### src/rtl/gstt_pkg.sv
// Package for the gated sixteen bit timer: register map, fields and reset values
package gstt_pkg;

  // ----------------------------------------------------------------
  // Register offsets (byte addresses)
  // ----------------------------------------------------------------
  localparam logic [2:0] GSTT_OFF_CTRL = 3'h0;
  localparam logic [2:0] GSTT_OFF_CNTL = 3'h1;
  localparam logic [2:0] GSTT_OFF_CNTH = 3'h2;
  localparam logic [2:0] GSTT_OFF_FLAG = 3'h3;
  localparam logic [2:0] GSTT_OFF_IEN = 3'h4;
  localparam logic [2:0] GSTT_OFF_GSRC = 3'h5;
  localparam logic [2:0] GSTT_OFF_INTC = 3'h6;
  localparam logic [2:0] GSTT_OFF_SYS = 3'h7;

  // ----------------------------------------------------------------
  // Field positions
  // ----------------------------------------------------------------
  localparam int GSTT_B_ON = 0;
  localparam int GSTT_B_CS = 1;
  localparam int GSTT_B_SYNCDIS = 2;
  localparam int GSTT_B_OSCEN = 3;
  localparam int GSTT_B_PS_LO = 4;
  localparam int GSTT_B_GE = 6;
  localparam int GSTT_B_GINV = 7;
  localparam int GSTT_B_OVF = 0;
  localparam int GSTT_B_GSS = 1;
  localparam int GSTT_B_PERIPHERAL_IRQ_ENABLE = 6;
  localparam int GSTT_B_GIE = 7;
  localparam int GSTT_B_SLEEP = 0;
  localparam int GSTT_B_INTOSC = 1;
  localparam int GSTT_B_LCDSLP = 2;

  // ----------------------------------------------------------------
  // Reset values, count limit and interrupt vector
  // ----------------------------------------------------------------
  localparam logic [7:0] GSTT_RST_CTRL = 8'h00;
  localparam logic [7:0] GSTT_RST_GSRC = 8'h02;
  localparam logic [7:0] GSTT_RST_ZERO = 8'h00;
  localparam logic [15:0] GSTT_RST_CNT = 16'h0000;
  localparam logic [15:0] GSTT_CNT_MAX = 16'hFFFF;
  localparam logic [11:0] GSTT_VECTOR = 12'h004;

  typedef struct packed {
    logic [2:0] addr;
    logic [7:0] wdata;
    logic wr;
    logic rd;
  } gstt_bus_s;

endpackage

### src/rtl/gstt_timer.sv
// Gated sixteen bit timer/counter with register port
//
// The address map and the address-and-strobe port were decided locally.
`timescale 1ns/1ps

module gstt_timer
  import gstt_pkg::*;
#(
  parameter int PRESCALE_W = 3
) (
  input wire logic clock,
  input wire logic rst,
  input wire logic porRst,
  input wire gstt_pkg::gstt_bus_s bus,
  output logic [7:0] rdata,
  input wire logic externalClockPin,
  input wire logic gatePin,
  input wire logic secondComparatorOutput,
  output logic irqRequest,
  output logic wakeRequest,
  output logic [11:0] irqVector,
  output logic lowPowerOscRun,
  output logic displayClockEnable,
  output logic [15:0] countValue
);
  import gstt_pkg::*;

  // ----------------------------------------------------------------
  // Registers
  // ----------------------------------------------------------------
  logic [7:0] ctrl_r;
  logic [15:0] count_r;
  logic [15:0] count_nxt;
  logic ovf_r;
  logic ovfEn_r;
  logic gss_r;
  logic peripheral_irq_enable_r;
  logic gie_r;
  logic sleep_r;
  logic intOsc_r;
  logic lcdSleep_r;
  logic [PRESCALE_W-1:0] pre_r;
  logic sawFall_r;
  logic [1:0] ckSync_r;
  logic [1:0] gtSync_r;
  logic [1:0] cmpSync_r;
  logic ckPrev_r;
  logic ckRawPrev_r;

  // ----------------------------------------------------------------
  // Control decode
  // ----------------------------------------------------------------
  logic timerOn;
  logic extSel;
  logic syncDis;
  logic [1:0] psSel;
  logic wrCount;
  logic ckLevel;
  logic ckPrevLevel;
  logic rise;
  logic fall;
  logic gateRaw;
  logic gateOk;
  logic tick;
  logic preHit;
  logic inc;
  logic wrap;
  logic asyncMode;

  assign timerOn = ctrl_r[GSTT_B_ON];
  assign extSel = ctrl_r[GSTT_B_CS];
  assign syncDis = ctrl_r[GSTT_B_SYNCDIS] & extSel;
  assign psSel = ctrl_r[GSTT_B_PS_LO +: 2];
  assign asyncMode = extSel & syncDis;
  assign wrCount = bus.wr & (bus.addr == GSTT_OFF_CNTL || bus.addr == GSTT_OFF_CNTH);

  // Unsynchronised path still samples the pin once; true async counting
  // would need its own clock domain, which this block does not have.
  assign ckLevel = syncDis ? externalClockPin : ckSync_r[1];
  assign ckPrevLevel = syncDis ? ckRawPrev_r : ckPrev_r;
  assign rise = ckLevel & ~ckPrevLevel;
  assign fall = ~ckLevel & ckPrevLevel;

  assign gateRaw = gss_r ? gtSync_r[1] : cmpSync_r[1];
  assign gateOk = ~ctrl_r[GSTT_B_GE] | (gateRaw == ctrl_r[GSTT_B_GINV]);

  // Fosc/4 taken as one tick per clock; external needs a prior fall
  assign tick = extSel ? (rise & sawFall_r) : 1'b1;

  // Prescaler hit when low bits of pre_r reach one less than the divide ratio
  always_comb begin
    unique case (psSel)
      2'b00: preHit = 1'b1;
      2'b01: preHit = pre_r[0];
      2'b10: preHit = &pre_r[1:0];
      2'b11: preHit = &pre_r[2:0];
    endcase
  end

  assign inc = timerOn & gateOk & tick & preHit & (~sleep_r | asyncMode);
  assign wrap = inc & (count_r == GSTT_CNT_MAX);

  // ----------------------------------------------------------------
  // Input synchronisers
  // ----------------------------------------------------------------
  always_ff @(posedge clock or posedge rst) begin
    if (rst) begin
      ckSync_r <= 2'b00;
      gtSync_r <= 2'b00;
      cmpSync_r <= 2'b00;
      ckPrev_r <= 1'b0;
      ckRawPrev_r <= 1'b0;
    end else begin
      ckSync_r <= {ckSync_r[0], externalClockPin};
      gtSync_r <= {gtSync_r[0], gatePin};
      cmpSync_r <= {cmpSync_r[0], secondComparatorOutput};
      ckPrev_r <= ckSync_r[1];
      ckRawPrev_r <= externalClockPin;
    end
  end

  // ----------------------------------------------------------------
  // Falling edge arming
  // ----------------------------------------------------------------
  always_ff @(posedge clock or posedge rst) begin
    if (rst) begin
      sawFall_r <= 1'b0;
    end else if (wrCount || !timerOn) begin
      sawFall_r <= 1'b0;
    end else if (fall) begin
      sawFall_r <= 1'b1;
    end
  end

  // ----------------------------------------------------------------
  // Prescaler
  // ----------------------------------------------------------------
  always_ff @(posedge clock or posedge rst) begin
    if (rst) begin
      pre_r <= '0;
    end else if (wrCount) begin
      pre_r <= '0;
    end else if (timerOn && gateOk && tick && (!sleep_r || asyncMode)) begin
      pre_r <= preHit ? '0 : pre_r + 1'b1;
    end
  end

  // ----------------------------------------------------------------
  // Counter, kept across ordinary resets
  // ----------------------------------------------------------------
  always_comb begin
    count_nxt = count_r;
    if (bus.wr && bus.addr == GSTT_OFF_CNTL) begin
      count_nxt = {count_r[15:8], bus.wdata};
    end else if (bus.wr && bus.addr == GSTT_OFF_CNTH) begin
      count_nxt = {bus.wdata, count_r[7:0]};
    end else if (inc) begin
      count_nxt = count_r + 16'h0001;
    end
  end

  // Only power-on clears it; the documented value there is unknown
  always_ff @(posedge clock or posedge porRst) begin
    if (porRst) begin
      count_r <= GSTT_RST_CNT;
    end else begin
      count_r <= count_nxt;
    end
  end

  // ----------------------------------------------------------------
  // Control register, power-on reset only
  // ----------------------------------------------------------------
  always_ff @(posedge clock or posedge porRst) begin
    if (porRst) begin
      ctrl_r <= GSTT_RST_CTRL;
    end else if (bus.wr && bus.addr == GSTT_OFF_CTRL) begin
      ctrl_r <= bus.wdata;
    end
  end

  // ----------------------------------------------------------------
  // Flag and enable registers
  // ----------------------------------------------------------------
  always_ff @(posedge clock or posedge rst) begin
    if (rst) begin
      ovf_r <= 1'b0;
    end else if (wrap) begin
      ovf_r <= 1'b1;
    end else if (bus.wr && bus.addr == GSTT_OFF_FLAG) begin
      ovf_r <= bus.wdata[GSTT_B_OVF];
    end
  end

  always_ff @(posedge clock or posedge rst) begin
    if (rst) begin
      ovfEn_r <= 1'b0;
      gss_r <= GSTT_RST_GSRC[GSTT_B_GSS];
      peripheral_irq_enable_r <= 1'b0;
      gie_r <= 1'b0;
      intOsc_r <= 1'b0;
      lcdSleep_r <= 1'b0;
    end else if (bus.wr) begin
      if (bus.addr == GSTT_OFF_IEN) ovfEn_r <= bus.wdata[GSTT_B_OVF];
      if (bus.addr == GSTT_OFF_GSRC) gss_r <= bus.wdata[GSTT_B_GSS];
      if (bus.addr == GSTT_OFF_INTC) begin
        peripheral_irq_enable_r <= bus.wdata[GSTT_B_PERIPHERAL_IRQ_ENABLE];
        gie_r <= bus.wdata[GSTT_B_GIE];
      end
      if (bus.addr == GSTT_OFF_SYS) begin
        intOsc_r <= bus.wdata[GSTT_B_INTOSC];
        lcdSleep_r <= bus.wdata[GSTT_B_LCDSLP];
      end
    end
  end

  // Sleep is left by a wake request as well as by software
  always_ff @(posedge clock or posedge rst) begin
    if (rst) begin
      sleep_r <= 1'b0;
    end else if (sleep_r && timerOn && ovf_r && ovfEn_r && peripheral_irq_enable_r) begin
      sleep_r <= 1'b0;
    end else if (bus.wr && bus.addr == GSTT_OFF_SYS) begin
      sleep_r <= bus.wdata[GSTT_B_SLEEP];
    end
  end

  // ----------------------------------------------------------------
  // Outputs
  // ----------------------------------------------------------------
  always_ff @(posedge clock or posedge rst) begin
    if (rst) begin
      irqRequest <= 1'b0;
      wakeRequest <= 1'b0;
      irqVector <= 12'h000;
      lowPowerOscRun <= 1'b0;
      displayClockEnable <= 1'b0;
    end else begin
      irqRequest <= ovf_r & ovfEn_r & peripheral_irq_enable_r & gie_r;
      wakeRequest <= sleep_r & timerOn & ovf_r & ovfEn_r & peripheral_irq_enable_r;
      irqVector <= gie_r ? GSTT_VECTOR : 12'h000;
      lowPowerOscRun <= ctrl_r[GSTT_B_OSCEN] & intOsc_r;
      displayClockEnable <= ctrl_r[GSTT_B_OSCEN] & intOsc_r & (~sleep_r | lcdSleep_r);
    end
  end

  always_ff @(posedge clock or posedge rst) begin
    if (rst) begin
      countValue <= GSTT_RST_CNT;
    end else begin
      countValue <= count_nxt;
    end
  end

  // Reads sample count_r one byte per access with no latch, so a running count can tear between bytes
  always_ff @(posedge clock or posedge rst) begin
    if (rst) begin
      rdata <= GSTT_RST_ZERO;
    end else if (bus.rd) begin
      unique case (bus.addr)
        GSTT_OFF_CTRL: rdata <= ctrl_r;
        GSTT_OFF_CNTL: rdata <= count_r[7:0];
        GSTT_OFF_CNTH: rdata <= count_r[15:8];
        GSTT_OFF_FLAG: rdata <= {7'h00, ovf_r};
        GSTT_OFF_IEN: rdata <= {7'h00, ovfEn_r};
        GSTT_OFF_GSRC: rdata <= {6'h00, gss_r, 1'b0};
        GSTT_OFF_INTC: rdata <= {gie_r, peripheral_irq_enable_r, 6'h00};
        GSTT_OFF_SYS: rdata <= {5'h00, lcdSleep_r, intOsc_r, sleep_r};
      endcase
    end else begin
      rdata <= GSTT_RST_ZERO;
    end
  end
endmodule

### config.mk
export PLATFORM = sky130hd
export DESIGN_NAME = gstt_timer
export DESIGN_NICKNAME = d
export VERILOG_FILES = /design/src/rtl/gstt_pkg.sv /design/src/rtl/gstt_timer.sv
export SDC_FILE = /design/constraint.sdc
export NUM_CORES = 1
export LEC_CHECK = 0
export ABC_AREA = 0
export BUFFER_PORTS_ARGS = -buffer_cell sky130_fd_sc_hd__buf_2
export CORE_ASPECT_RATIO = 0.6
export CORE_MARGIN = 2
export CORE_UTILIZATION = 50
export CTS_CLUSTER_SIZE = 28
export DETAILED_ROUTE_END_ITERATION = 10
export PLACE_DENSITY = 0.76
export SLEW_MARGIN = 40
export SYNTH_ARGS = -nofsm -noshare
export SYNTH_HDL_FRONTEND = slang
export SYNTH_SLANG_ARGS = --single-unit
### constraint.sdc
create_clock -name clock -period 2 [get_ports clock]
set_input_delay 0.3 -clock clock [delete_from_list [all_inputs] [get_ports clock]]
set_output_delay 0.3 -clock clock [all_outputs]
set_load 0.005 [all_outputs]
==> flow_summary_export.csv, run 1 <==
group,metric,value,unit
final_layout,register_area,0.00180,sq mm
final_layout,num_antenna_cells,0,
logic_synthesis,synth.top_cell.area_share,0.545,
clock_network,root_buffer,"clkbuf_8",
global_route,grt_first_pass_wirelength,13.1,mm
final_layout,nets,414,
logic_synthesis,ys_seq_area_frac,0.553,
clock_network,h-tree-depth,3,
pwr,power,4.24,mW
sta,tightest_slew,0.607,ns
clock_network,cts_sinks,72,
placed_design,place.gp.congestion,0.962,
flow_run,drv_cap,0,
logic_synthesis,synth-edff-count,0,
worst_setup_path,startpoint_type,"register",
pwr,ir_drop,0.598,mV
logic_synthesis,synth_area_per_cell,10.6,sq um
logic_synthesis,yosysTopAreaCell,"dfrtp_1",
worst_setup_path,worstPathRequired,2.23,ns
global_route,grt_pass1_vias,2476,
final_layout,layout-drive-gt1-share,0.343,
floorplanning,rows,22,
global_route,grt_max_degree,49,
routing,routed_via_density,5.54,
floorplanning,io_pins,59,
sta,setup_viol,4,
routing,via_count,2666,
routing,drt_wl_total,8.25,mm
routing,post_drt_wl_per_cell,17.2,um
routing,first_pass_iters,5,
hold_path,min_path_type,"in -> reg",
worst_setup_path,slowest_delay,0.39,ns
logic_synthesis,netlist_instances,307,
sta,fin_crit_sh,1.01,
floorplanning,die_h,66.6,um
clock_network,clk_pin_slew_worst_paths,0.07,ns
logic_synthesis,postSynth.asyncResetShare,1.00,
placed_design,hpwl,5.90,mm
floorplanning,core_area,0.00619,sq mm
sta,slew_violations,0,
final_layout,syn2layout_area_growth,25.2,%
logic_synthesis,ys.flop_type,"dfrtp_1",
global_route,gr-usage-all-layers,0.253,
status,violations,"setup timing",
sta,fin_crit,2.02,ns
worst_setup_path,end_kind,"register",
routing,drt_drc_violations_left,0,
logic_synthesis,netlist_area,0.00326,sq mm
worst_setup_path,cp_data_arrival_time,2.25,ns
sta,skew,0.0123,ns
worst_setup_path,crit_slowest_cell,"dfrtp_1",
clock_network,clkLatencyLatePin,0.36,ns
sta,fmax,494,MHz
floorplanning,chipWidth,108,um
sta,hold_viol_final,0,
worst_setup_path,path_cells,"nand4b_1 -> a311oi_2 -> buf_4 -> nand4_4 -> nor3_4 -> a211oi_1 -> a311oi_1",
logic_synthesis,synth_cell_types,48,
clock_network,cts_buffers,9,
logic_synthesis,ys_top_cells_by_area,"dfrtp_1 54%, mux2_2 4.8%, nor2_1 3.5%",
final_layout,fillCellCount,503,
global_route,overflow,0,
worst_setup_path,critPathTopFamily,"compound AO/OA/AOI/OAI gates",
sta,fin_ws,-0.0226,ns
sta,max_slew_margin,0.595,
routing,ant_nets,0,
final_layout,multi_input_area,0.00141,sq mm
floorplanning,initial_utilization,0.526,
worst_setup_path,criticalPathCategory,"reg -> reg",
placed_design,io_buffers,47,
floorplanning,die-area,0.00720,sq mm
sta,hold_slack,0.0509,ns
routing,dr.first_iter.drc_count,205,
status,status,"complete, but fails checks",
pwr,power_density,1040,mW/mm^2
sta,rsz0062_at_grt,"true",
worst_setup_path,worst-path-buf-inv,1,
clock_network,cts_tree,"done",
pwr,power.static_leakage,1.92,nW
clock_network,cts_max_path_buffers,2,
global_route,antenna_found_initial,0,
logic_synthesis,yosys_register_bits,72,
worst_setup_path,crit_fanout,4,
logic_synthesis,yosys_warnings,0,
-- routing by layer --
layer  vias up  GRT usage  wire length (um)
met4         0     0.0881               110
met2       121      0.344              3500
met3        15     0.0998               780
li1       1237          -                 -
met5         -          0                 0
met1      1293      0.364              3860
-- repair_timing --
item                       CTS  global route
setup endpoints to repair   12            30
hold buffers                 1             0
hold endpoints to repair    24             0
pin swaps                    3            11
resized for setup            3            24
buffers inserted             1             2
-- layout make-up --
cell class,instances,share of cell area
clock buffers,16,0.0441
repair buffers,87,0.133
flip-flops and latches,72,0.442
inverters,12,0.0110
multi-input cells,210,0.345
well taps,84,0.0257
-- power breakdown --
| group | leakage (nW) | internal (mW) | total, mW | switching (mW) |
|---|---|---|---|---|
| combinational | 0.936 | 0.549 | 1.16 | 0.606 |
| clock | 0.0910 | 0.555 | 1.05 | 0.495 |
| sequential | 0.889 | 1.79 | 2.04 | 0.245 |
-- through the flow --
step	setup slack (ns)	instances	setup TNS (ns)	area, sq um	util
3_5_place_dp	-0.136	461	-0.589	3780	0.611
4_1_cts	0.0103	479	0	3990	0.644
6_report	-0.0226	481	-0.0538	4080	0.659
3_3_place_gp	0.00989	461	0	3780	0.611
5_1_grt	-0.148	481	-2.11	4080	0.659
2_1_floorplan	0.0191	317	0	3300	-
-- cells in the final DEF, fill, tap and decap left out, types with 4 or more instances in the layout --
cell type and count:
buf_2 47, o22ai_1 8, nand4_1 4, conb_1 11, clkbuf_8 12, nand2_1 22, buf_4 38, dfrtp_1 71
xnor2_1 5, a21oi_1 11, o21ai_1 8, inv_1 11, nor3_1 4, nor2_2 6, clkbuf_1 4, a311oi_2 5
nand2b_1 4, mux2_2 13, nor2_1 25, mux2i_1 7, and3_1 5, o21ai_0 10, nand3_1 12
-- Yosys cell counts (3+ instances only) --
library cell	number
nand3_1	13
and3_1	5
o22ai_1	8
nor3_1	6
dfrtp_1	71
mux2_2	14
nor2_1	30
o2bb2ai_1	3
nand2_1	23
a311oi_1	6
nor2b_1	3
nand4_1	4
a21oi_1	11
nor4_1	3
buf_4	11
ha_1	3
o21ai_0	18
clkbuf_1	9
mux2i_1	7
xnor2_1	5
a211oi_1	4
nand2b_1	4
inv_1	12
-- sequential cells by signal, indices dropped and copies added, names as in the netlist, 2 cells and up --
name,flops
ckSync_r,2
cmpSync_r,2
countValue,16
count_r,16
ctrl_r,8
gtSync_r,2
pre_r,3
rdata,8
-- kinds of logic after synthesis --
kind of cell | Yosys count | share of synthesized area
multiplexers | 21 | 0.0698
AND/OR/NAND/NOR | 105 | 0.165
other | 1 | 0.00115
AO/OA/AOI/OAI | 63 | 0.126
buffers and inverters | 35 | 0.0541
adder cells (fa/ha/maj) | 3 | 0.0115
XOR/XNOR | 7 | 0.0188
flip-flops | 72 | 0.553
-- path summary, 6_finish.rpt --
path	start	end	slack [ns]	cells after the start
max in group asynchronous	porRst	count_r[8]$_DFF_PP0_	1.19	4
min in group asynchronous	rst	countValue[5]$_DFF_PP0_	0.10	3
max	ckSync_r[0]$_DFF_PP0_	countValue[12]$_DFF_PP0_	-0.02	7
min	gatePin	gtSync_r[0]$_DFF_PP0_	0.05	1
min reg2reg	gtSync_r[0]$_DFF_PP0_	gtSync_r[1]$_DFF_PP0_	0.34	0
max reg2reg	ckSync_r[0]$_DFF_PP0_	countValue[12]$_DFF_PP0_	-0.02	7
Note: power is estimated with default switching activity, not from simulation.
==> run 2: changes to the inputs <==
--- a/config.mk
+++ b/config.mk
@@ -8,7 +8,7 @@
 export ABC_AREA = 0
 export BUFFER_PORTS_ARGS = -buffer_cell sky130_fd_sc_hd__buf_2
 export CORE_ASPECT_RATIO = 0.6
-export CORE_MARGIN = 2
+export CORE_MARGIN = 4
 export CORE_UTILIZATION = 50
 export CTS_CLUSTER_SIZE = 28
 export DETAILED_ROUTE_END_ITERATION = 10
==> flow_summary_export.csv, run 2 (synthesis results as in run 1) <==
group,metric,value,unit
status,status,"completed",
placed_design,io_buffers,47,
hold_path,min_path_type,"in -> reg",
routing,dr.first_iter.drc_count,152,
sta,fin_crit_sh,1.00,
floorplanning,die_h,70.6,um
pwr,power_density,1030,mW/mm^2
sta,fmax,500,MHz
routing,routed_via_density,5.57,
pwr,sw_frac_of_total,0.318,
global_route,overflow,0,
clock_network,root_buffer,"clkbuf_8",
global_route,antenna_found_initial,0,
final_layout,fillCellCount,488,
routing,drt_wl_total,8.59,mm
final_layout,layout_common_cells,"71 x dfrtp_1, 47 x buf_2, 38 x buf_4, 27 x nor2_1, 22 x nand2_1",
final_layout,nets,417,
placed_design,place.gp.congestion,0.965,
worst_setup_path,criticalPathCategory,"reg -> reg",
worst_setup_path,end_kind,"register",
pwr,power_frac_comb,0.281,
global_route,grt_first_pass_wirelength,13.5,mm
global_route,grt_max_degree,49,
clock_network,cts_buffers,9,
pwr,pwr-share-seq,0.476,
final_layout,num_antenna_cells,0,
clock_network,h-tree-depth,3,
worst_setup_path,slowest_delay,0.41,ns
pwr,internal-power,2.93,mW
sta,hold_viol_final,0,
pwr,p_sw,1.36,mW
routing,ant_nets,0,
clock_network,clk_pin_slew_worst_paths,0.07,ns
routing,via_count,2695,
flow_run,drv_cap,0,
routing,first_pass_iters,4,
worst_setup_path,worst-path-buf-inv,1,
clock_network,clkLatencyLatePin,0.35,ns
worst_setup_path,worstPathRequired,2.24,ns
worst_setup_path,crit_fanout,5,
floorplanning,chipWidth,112,um
final_layout,layout-drive-gt1-share,0.350,
sta,skew,0.00945,ns
worst_setup_path,cp_data_arrival_time,2.24,ns
floorplanning,io_pins,59,
final_layout,final_cells,484,
routing,drt_drc_violations_left,0,
placed_design,dp.cells,461,
sta,setup_viol,0,
pwr,ir_drop,0.635,mV
pwr,power.static_leakage,1.92,nW
sta,rsz0062_at_grt,"true",
floorplanning,initial_utilization,0.524,
worst_setup_path,path_cells,"nand4bb_1 -> a311oi_2 -> buf_4 -> nand4_4 -> nor3_4 -> a211oi_1 -> a311oi_1",
sta,fin_crit,2.00,ns
routing,post_drt_wl_per_cell,17.7,um
final_layout,final_util,0.668,
final_layout,reg_top3,"countValue x16, count_r x16",
final_layout,final_common_cell,"dfrtp_1",
clock_network,cts_tree,"done",
clock_network,cts_max_path_buffers,2,
floorplanning,die-area,0.00792,sq mm
worst_setup_path,startpoint_type,"register",
worst_setup_path,critPathTopFamily,"compound AO/OA/AOI/OAI gates",
final_layout,syn2layout_area_growth,27.4,%
sta,hold_slack,0.0450,ns
pwr,p_clk_frac,0.243,
global_route,gr-usage-all-layers,0.224,
placed_design,hpwl,6.23,mm
sta,slew_violations,0,
pwr,power,4.30,mW
floorplanning,rows,22,
clock_network,cts_sinks,72,
floorplanning,core_area,0.00622,sq mm
global_route,grt_pass1_vias,2574,
worst_setup_path,crit_slowest_cell,"dfrtp_1",
run 2: layout make-up:
type / count / area (sq um) / share of cell area
sequential: 72 / 1800 / 0.434
timing repair buffer: 90 / 583 / 0.140
clock buffer: 16 / 180 / 0.0434
multi-input combinational: 210 / 1440 / 0.346
tap: 84 / 105 / 0.0253
inverter: 12 / 45.0 / 0.0108
run 2: path summary, 6_finish.rpt:
kind	startpoint	cells after the start	to	slack, ns
setup / recovery	ctrl_r[2]$_DFFE_PP0P_	7	count_r[14]$_DFF_PP0_	0.0006
hold / removal	gatePin	1	gtSync_r[0]$_DFF_PP0_	0.04
setup reg to reg	ctrl_r[2]$_DFFE_PP0P_	7	count_r[14]$_DFF_PP0_	0.0006
hold reg to reg	gtSync_r[0]$_DFF_PP0_	0	gtSync_r[1]$_DFF_PP0_	0.36
max in group asynchronous	rst	4	gss_r$_DFFE_PP1P_	1.19
min in group asynchronous	rst	4	irqVector[2]$_DFF_PP0_	0.53
run 2: worst register-to-register path: cells and delay by family, from the launching register on:
| kind | cells | cell delay (ns) |
|---|---|---|
| flops | 1 | 0.41 |
| simple gates | 3 | 0.58 |
| compound gates | 3 | 0.71 |
| buf+inv | 1 | 0.19 |
run 2: per-layer routing:
metal,part of all wire,up-vias,global-route usage
met3,0.094,10,0.105
met5,0,-,0
met4,0.012,0,0.0520
li1,-,1248,-
met2,0.44,124,0.314
met1,0.45,1313,0.320
run 2: per-stage QoR:
step | cell area (sq um) | TNS (ns) | worst slack (ns)
3_5_place_dp | 3800 | -1.81 | -0.168
4_1_cts | 4040 | 0 | 0.00206
5_1_grt | 4150 | -1.21 | -0.112
3_3_place_gp | 3800 | 0 | 0.000513
6_report | 4150 | 0 | 0.000585
2_1_floorplan | 3300 | 0 | 0.0191
run 2: repair_timing:
action                                 in CTS  in global routing
setup buffers                               2                  3
pin swaps                                   8                  7
setup endpoints to repair                  26                 28
endpoints found under the hold margin      71                  0
resized for setup                           7                 23
hold buffers                                2                  0
run 2: power groups by stage:
stage               clock (mW)  combinational, mW  sequential [mW]
floorplan                    0              0.573             2.03
global placement             0               1.08             2.03
detailed placement           0               1.11             2.05
CTS                       1.07               1.15             2.03
global route              1.14               1.33             2.08
finish                    1.04               1.21             2.05
==> run 3: changes to the inputs <==
--- a/config.mk
+++ b/config.mk
@@ -6,7 +6,7 @@
 export NUM_CORES = 1
 export LEC_CHECK = 0
 export ABC_AREA = 0
-export BUFFER_PORTS_ARGS = -buffer_cell sky130_fd_sc_hd__buf_2
+export BUFFER_PORTS_ARGS = -buffer_cell sky130_fd_sc_hd__clkbuf_2
 export CORE_ASPECT_RATIO = 0.6
 export CORE_MARGIN = 4
 export CORE_UTILIZATION = 50
==> flow_summary_export.csv, run 3 (synthesis results as in run 1) <==
group,metric,value,unit
floorplanning,die-area,0.00792,sq mm
placed_design,place_ws,-0.150,ns
hold_path,min_path_type,"in -> reg",
flow_run,drv_cap,0,
sta,rsz0062_at_grt,"true",
pwr,power_density,1020,mW/mm^2
worst_setup_path,r2r-end,"countValue[15]$_DFF_PP0_",
pwr,p_sw,1.38,mW
final_layout,final_util,0.664,
routing,ant_nets,0,
final_layout,finalInstanceArea,0.00413,sq mm
worst_setup_path,crit_path_start,"gss_r$_DFFE_PP1P_",
routing,first_pass_iters,5,
worst_setup_path,criticalPathCategory,"reg -> reg",
placed_design,hpwl,6.34,mm
status,status,"completed",
clock_network,cts_buffers,9,
routing,routed_via_density,5.64,
floorplanning,chipWidth,112,um
global_route,grt_pass1_vias,2683,
routing,top_layer_used,"met4",
clock_network,h-tree-depth,3,
clock_network,clkLatencyLatePin,0.36,ns
sta,fin_crit_sh,0.997,
pwr,power,4.23,mW
sta,hold_viol_final,0,
pwr,pwr-share-seq,0.484,
placed_design,dp.cells,461,
routing,met3_length,819,um
clock_network,cts_sinks,72,
sta,fin_ws,0.00653,ns
final_layout,reg_top3,"countValue x16, count_r x16",
worst_setup_path,end_kind,"register",
placed_design,place.gp.congestion,0.928,
global_route,antenna_found_initial,0,
sta,max_slew_margin,0.643,
worst_setup_path,worstPathRequired,2.26,ns
sta,slew_violations,0,
sta,skew,0.00657,ns
clock_network,clk_pin_slew_worst_paths,0.07,ns
worst_setup_path,reg2reg_from,"gss_r$_DFFE_PP1P_",
sta,fin_crit,1.99,ns
hold_path,hp-start,"gatePin",
global_route,gr-usage-all-layers,0.228,
floorplanning,io_pins,59,
routing,dr.first_iter.drc_count,225,
final_layout,layout-drive-gt1-share,0.346,
routing,via_count,2740,
floorplanning,rows,22,
floorplanning,die_h,70.6,um
worst_setup_path,r2r_cells,7,
routing,drt_drc_violations_left,0,
clock_network,root_buffer,"clkbuf_8",
sta,setup_viol,0,
routing,met1_length,3.89,mm
placed_design,io_buffers,47,
global_route,overflow,0,
pwr,power_frac_comb,0.280,
worst_setup_path,reg2reg_slack,0.007,ns
pwr,p_clk_frac,0.235,
pwr,ir_drop,0.799,mV
routing,met2_length,3.67,mm
worst_setup_path,cp_data_arrival_time,2.26,ns
floorplanning,core_area,0.00622,sq mm
placed_design,place_area,0.00380,sq mm
worst_setup_path,crit_fanout,4,
routing,drt_wl_total,8.58,mm
final_layout,num_antenna_cells,0,
sta,fmax,502,MHz
sta,tightest_slew,0.536,ns
hold_path,min_path_cells,1,
final_layout,final_common_cell,"dfrtp_1",
pwr,sw_frac_of_total,0.326,
floorplanning,initial_utilization,0.524,
clock_network,cts_tree,"done",
worst_setup_path,startpoint_type,"register",
hold_path,worst_hold_path.endpoint,"gtSync_r[0]$_DFF_PP0_",
final_layout,layout_common_cells,"71 x dfrtp_1, 47 x clkbuf_2, 41 x buf_4, 29 x nor2_1, 22 x nand2_1",
global_route,grt_first_pass_wirelength,13.7,mm
final_layout,nets,419,
global_route,grt_max_degree,29,
final_layout,final_cells,486,
clock_network,cts_max_path_buffers,2,
routing,post_drt_wl_per_cell,17.7,um
final_layout,syn2layout_area_growth,26.7,%
pwr,internal-power,2.85,mW
pwr,power.static_leakage,1.92,nW
final_layout,fillCellCount,495,
run 3: changes by cell type in the layout (fill, tap and decap cells not counted), sizes merged:
cell	previous run	this run
buf	88	43
clkbuf	16	61
clkinvlp	0	2
run 3: cell type report:
type	instances	area, sq um	area share
flip-flops and latches	72	1800	0.436
inverters	12	45.0	0.0109
repair buffers	92	594	0.144
well taps	84	105	0.0254
clock inverters	2	15.0	0.00363
multi-input cells	210	1420	0.343
clock buffers	14	153	0.0369
run 3: layer usage:
| layer | up-vias | GRT usage |
|---|---|---|
| met5 | - | 0 |
| met4 | 0 | 0.0773 |
| met3 | 24 | 0.103 |
| met2 | 124 | 0.312 |
| met1 | 1345 | 0.322 |
| li1 | 1247 | - |
run 3: worst max-delay path by stage:
stage | endpoint | slack (ns)
after global placement | countValue[12]$_DFF_PP0_ | -0.003
after detailed placement | countValue[12]$_DFF_PP0_ | -0.15
after global routing | count_r[12]$_DFF_PP0_ | -0.09
after CTS | countValue[10]$_DFF_PP0_ | 0.01
after floorplan | countValue[10]$_DFF_PP0_ | 0.02
final | countValue[15]$_DFF_PP0_ | 0.007
run 3: critical path, cell delays in order (launching register included):
cell and delay, ns:
dfstp_2 0.55, mux2i_2 0.23, mux2_4 0.36, nand4_1 0.19
buf_4 0.15, nor2_2 0.04, buf_4 0.12, a311oi_2 0.27
run 3: power by group through the flow:
stage / sequential (mW) / clock [mW] / combinational [mW]
4_1_cts: 2.03 / 1.02 / 1.13
2_1_floorplan: 2.03 / 0 / 0.573
5_1_grt: 2.09 / 1.09 / 1.31
6_report: 2.05 / 0.996 / 1.19
3_5_place_dp: 2.05 / 0 / 1.10
3_3_place_gp: 2.04 / 0 / 1.07
run 3: repair_timing:
action / in CTS / in global routing
endpoints found under the hold margin: 44 / 0
gates resized for setup: 6 / 20
pin swaps: 4 / 9
buffers inserted: 1 / 6
hold buffers: 2 / 0
endpoints found under the setup margin: 14 / 32
run 3: per-stage QoR:
step	setup TNS, ns	hold slack, ns
floorplan	0	0.315
global placement	-0.00983	0.323
detailed placement	-0.764	0.335
CTS	0	0.0309
global route	-0.955	0.0339
finish	0	0.0490
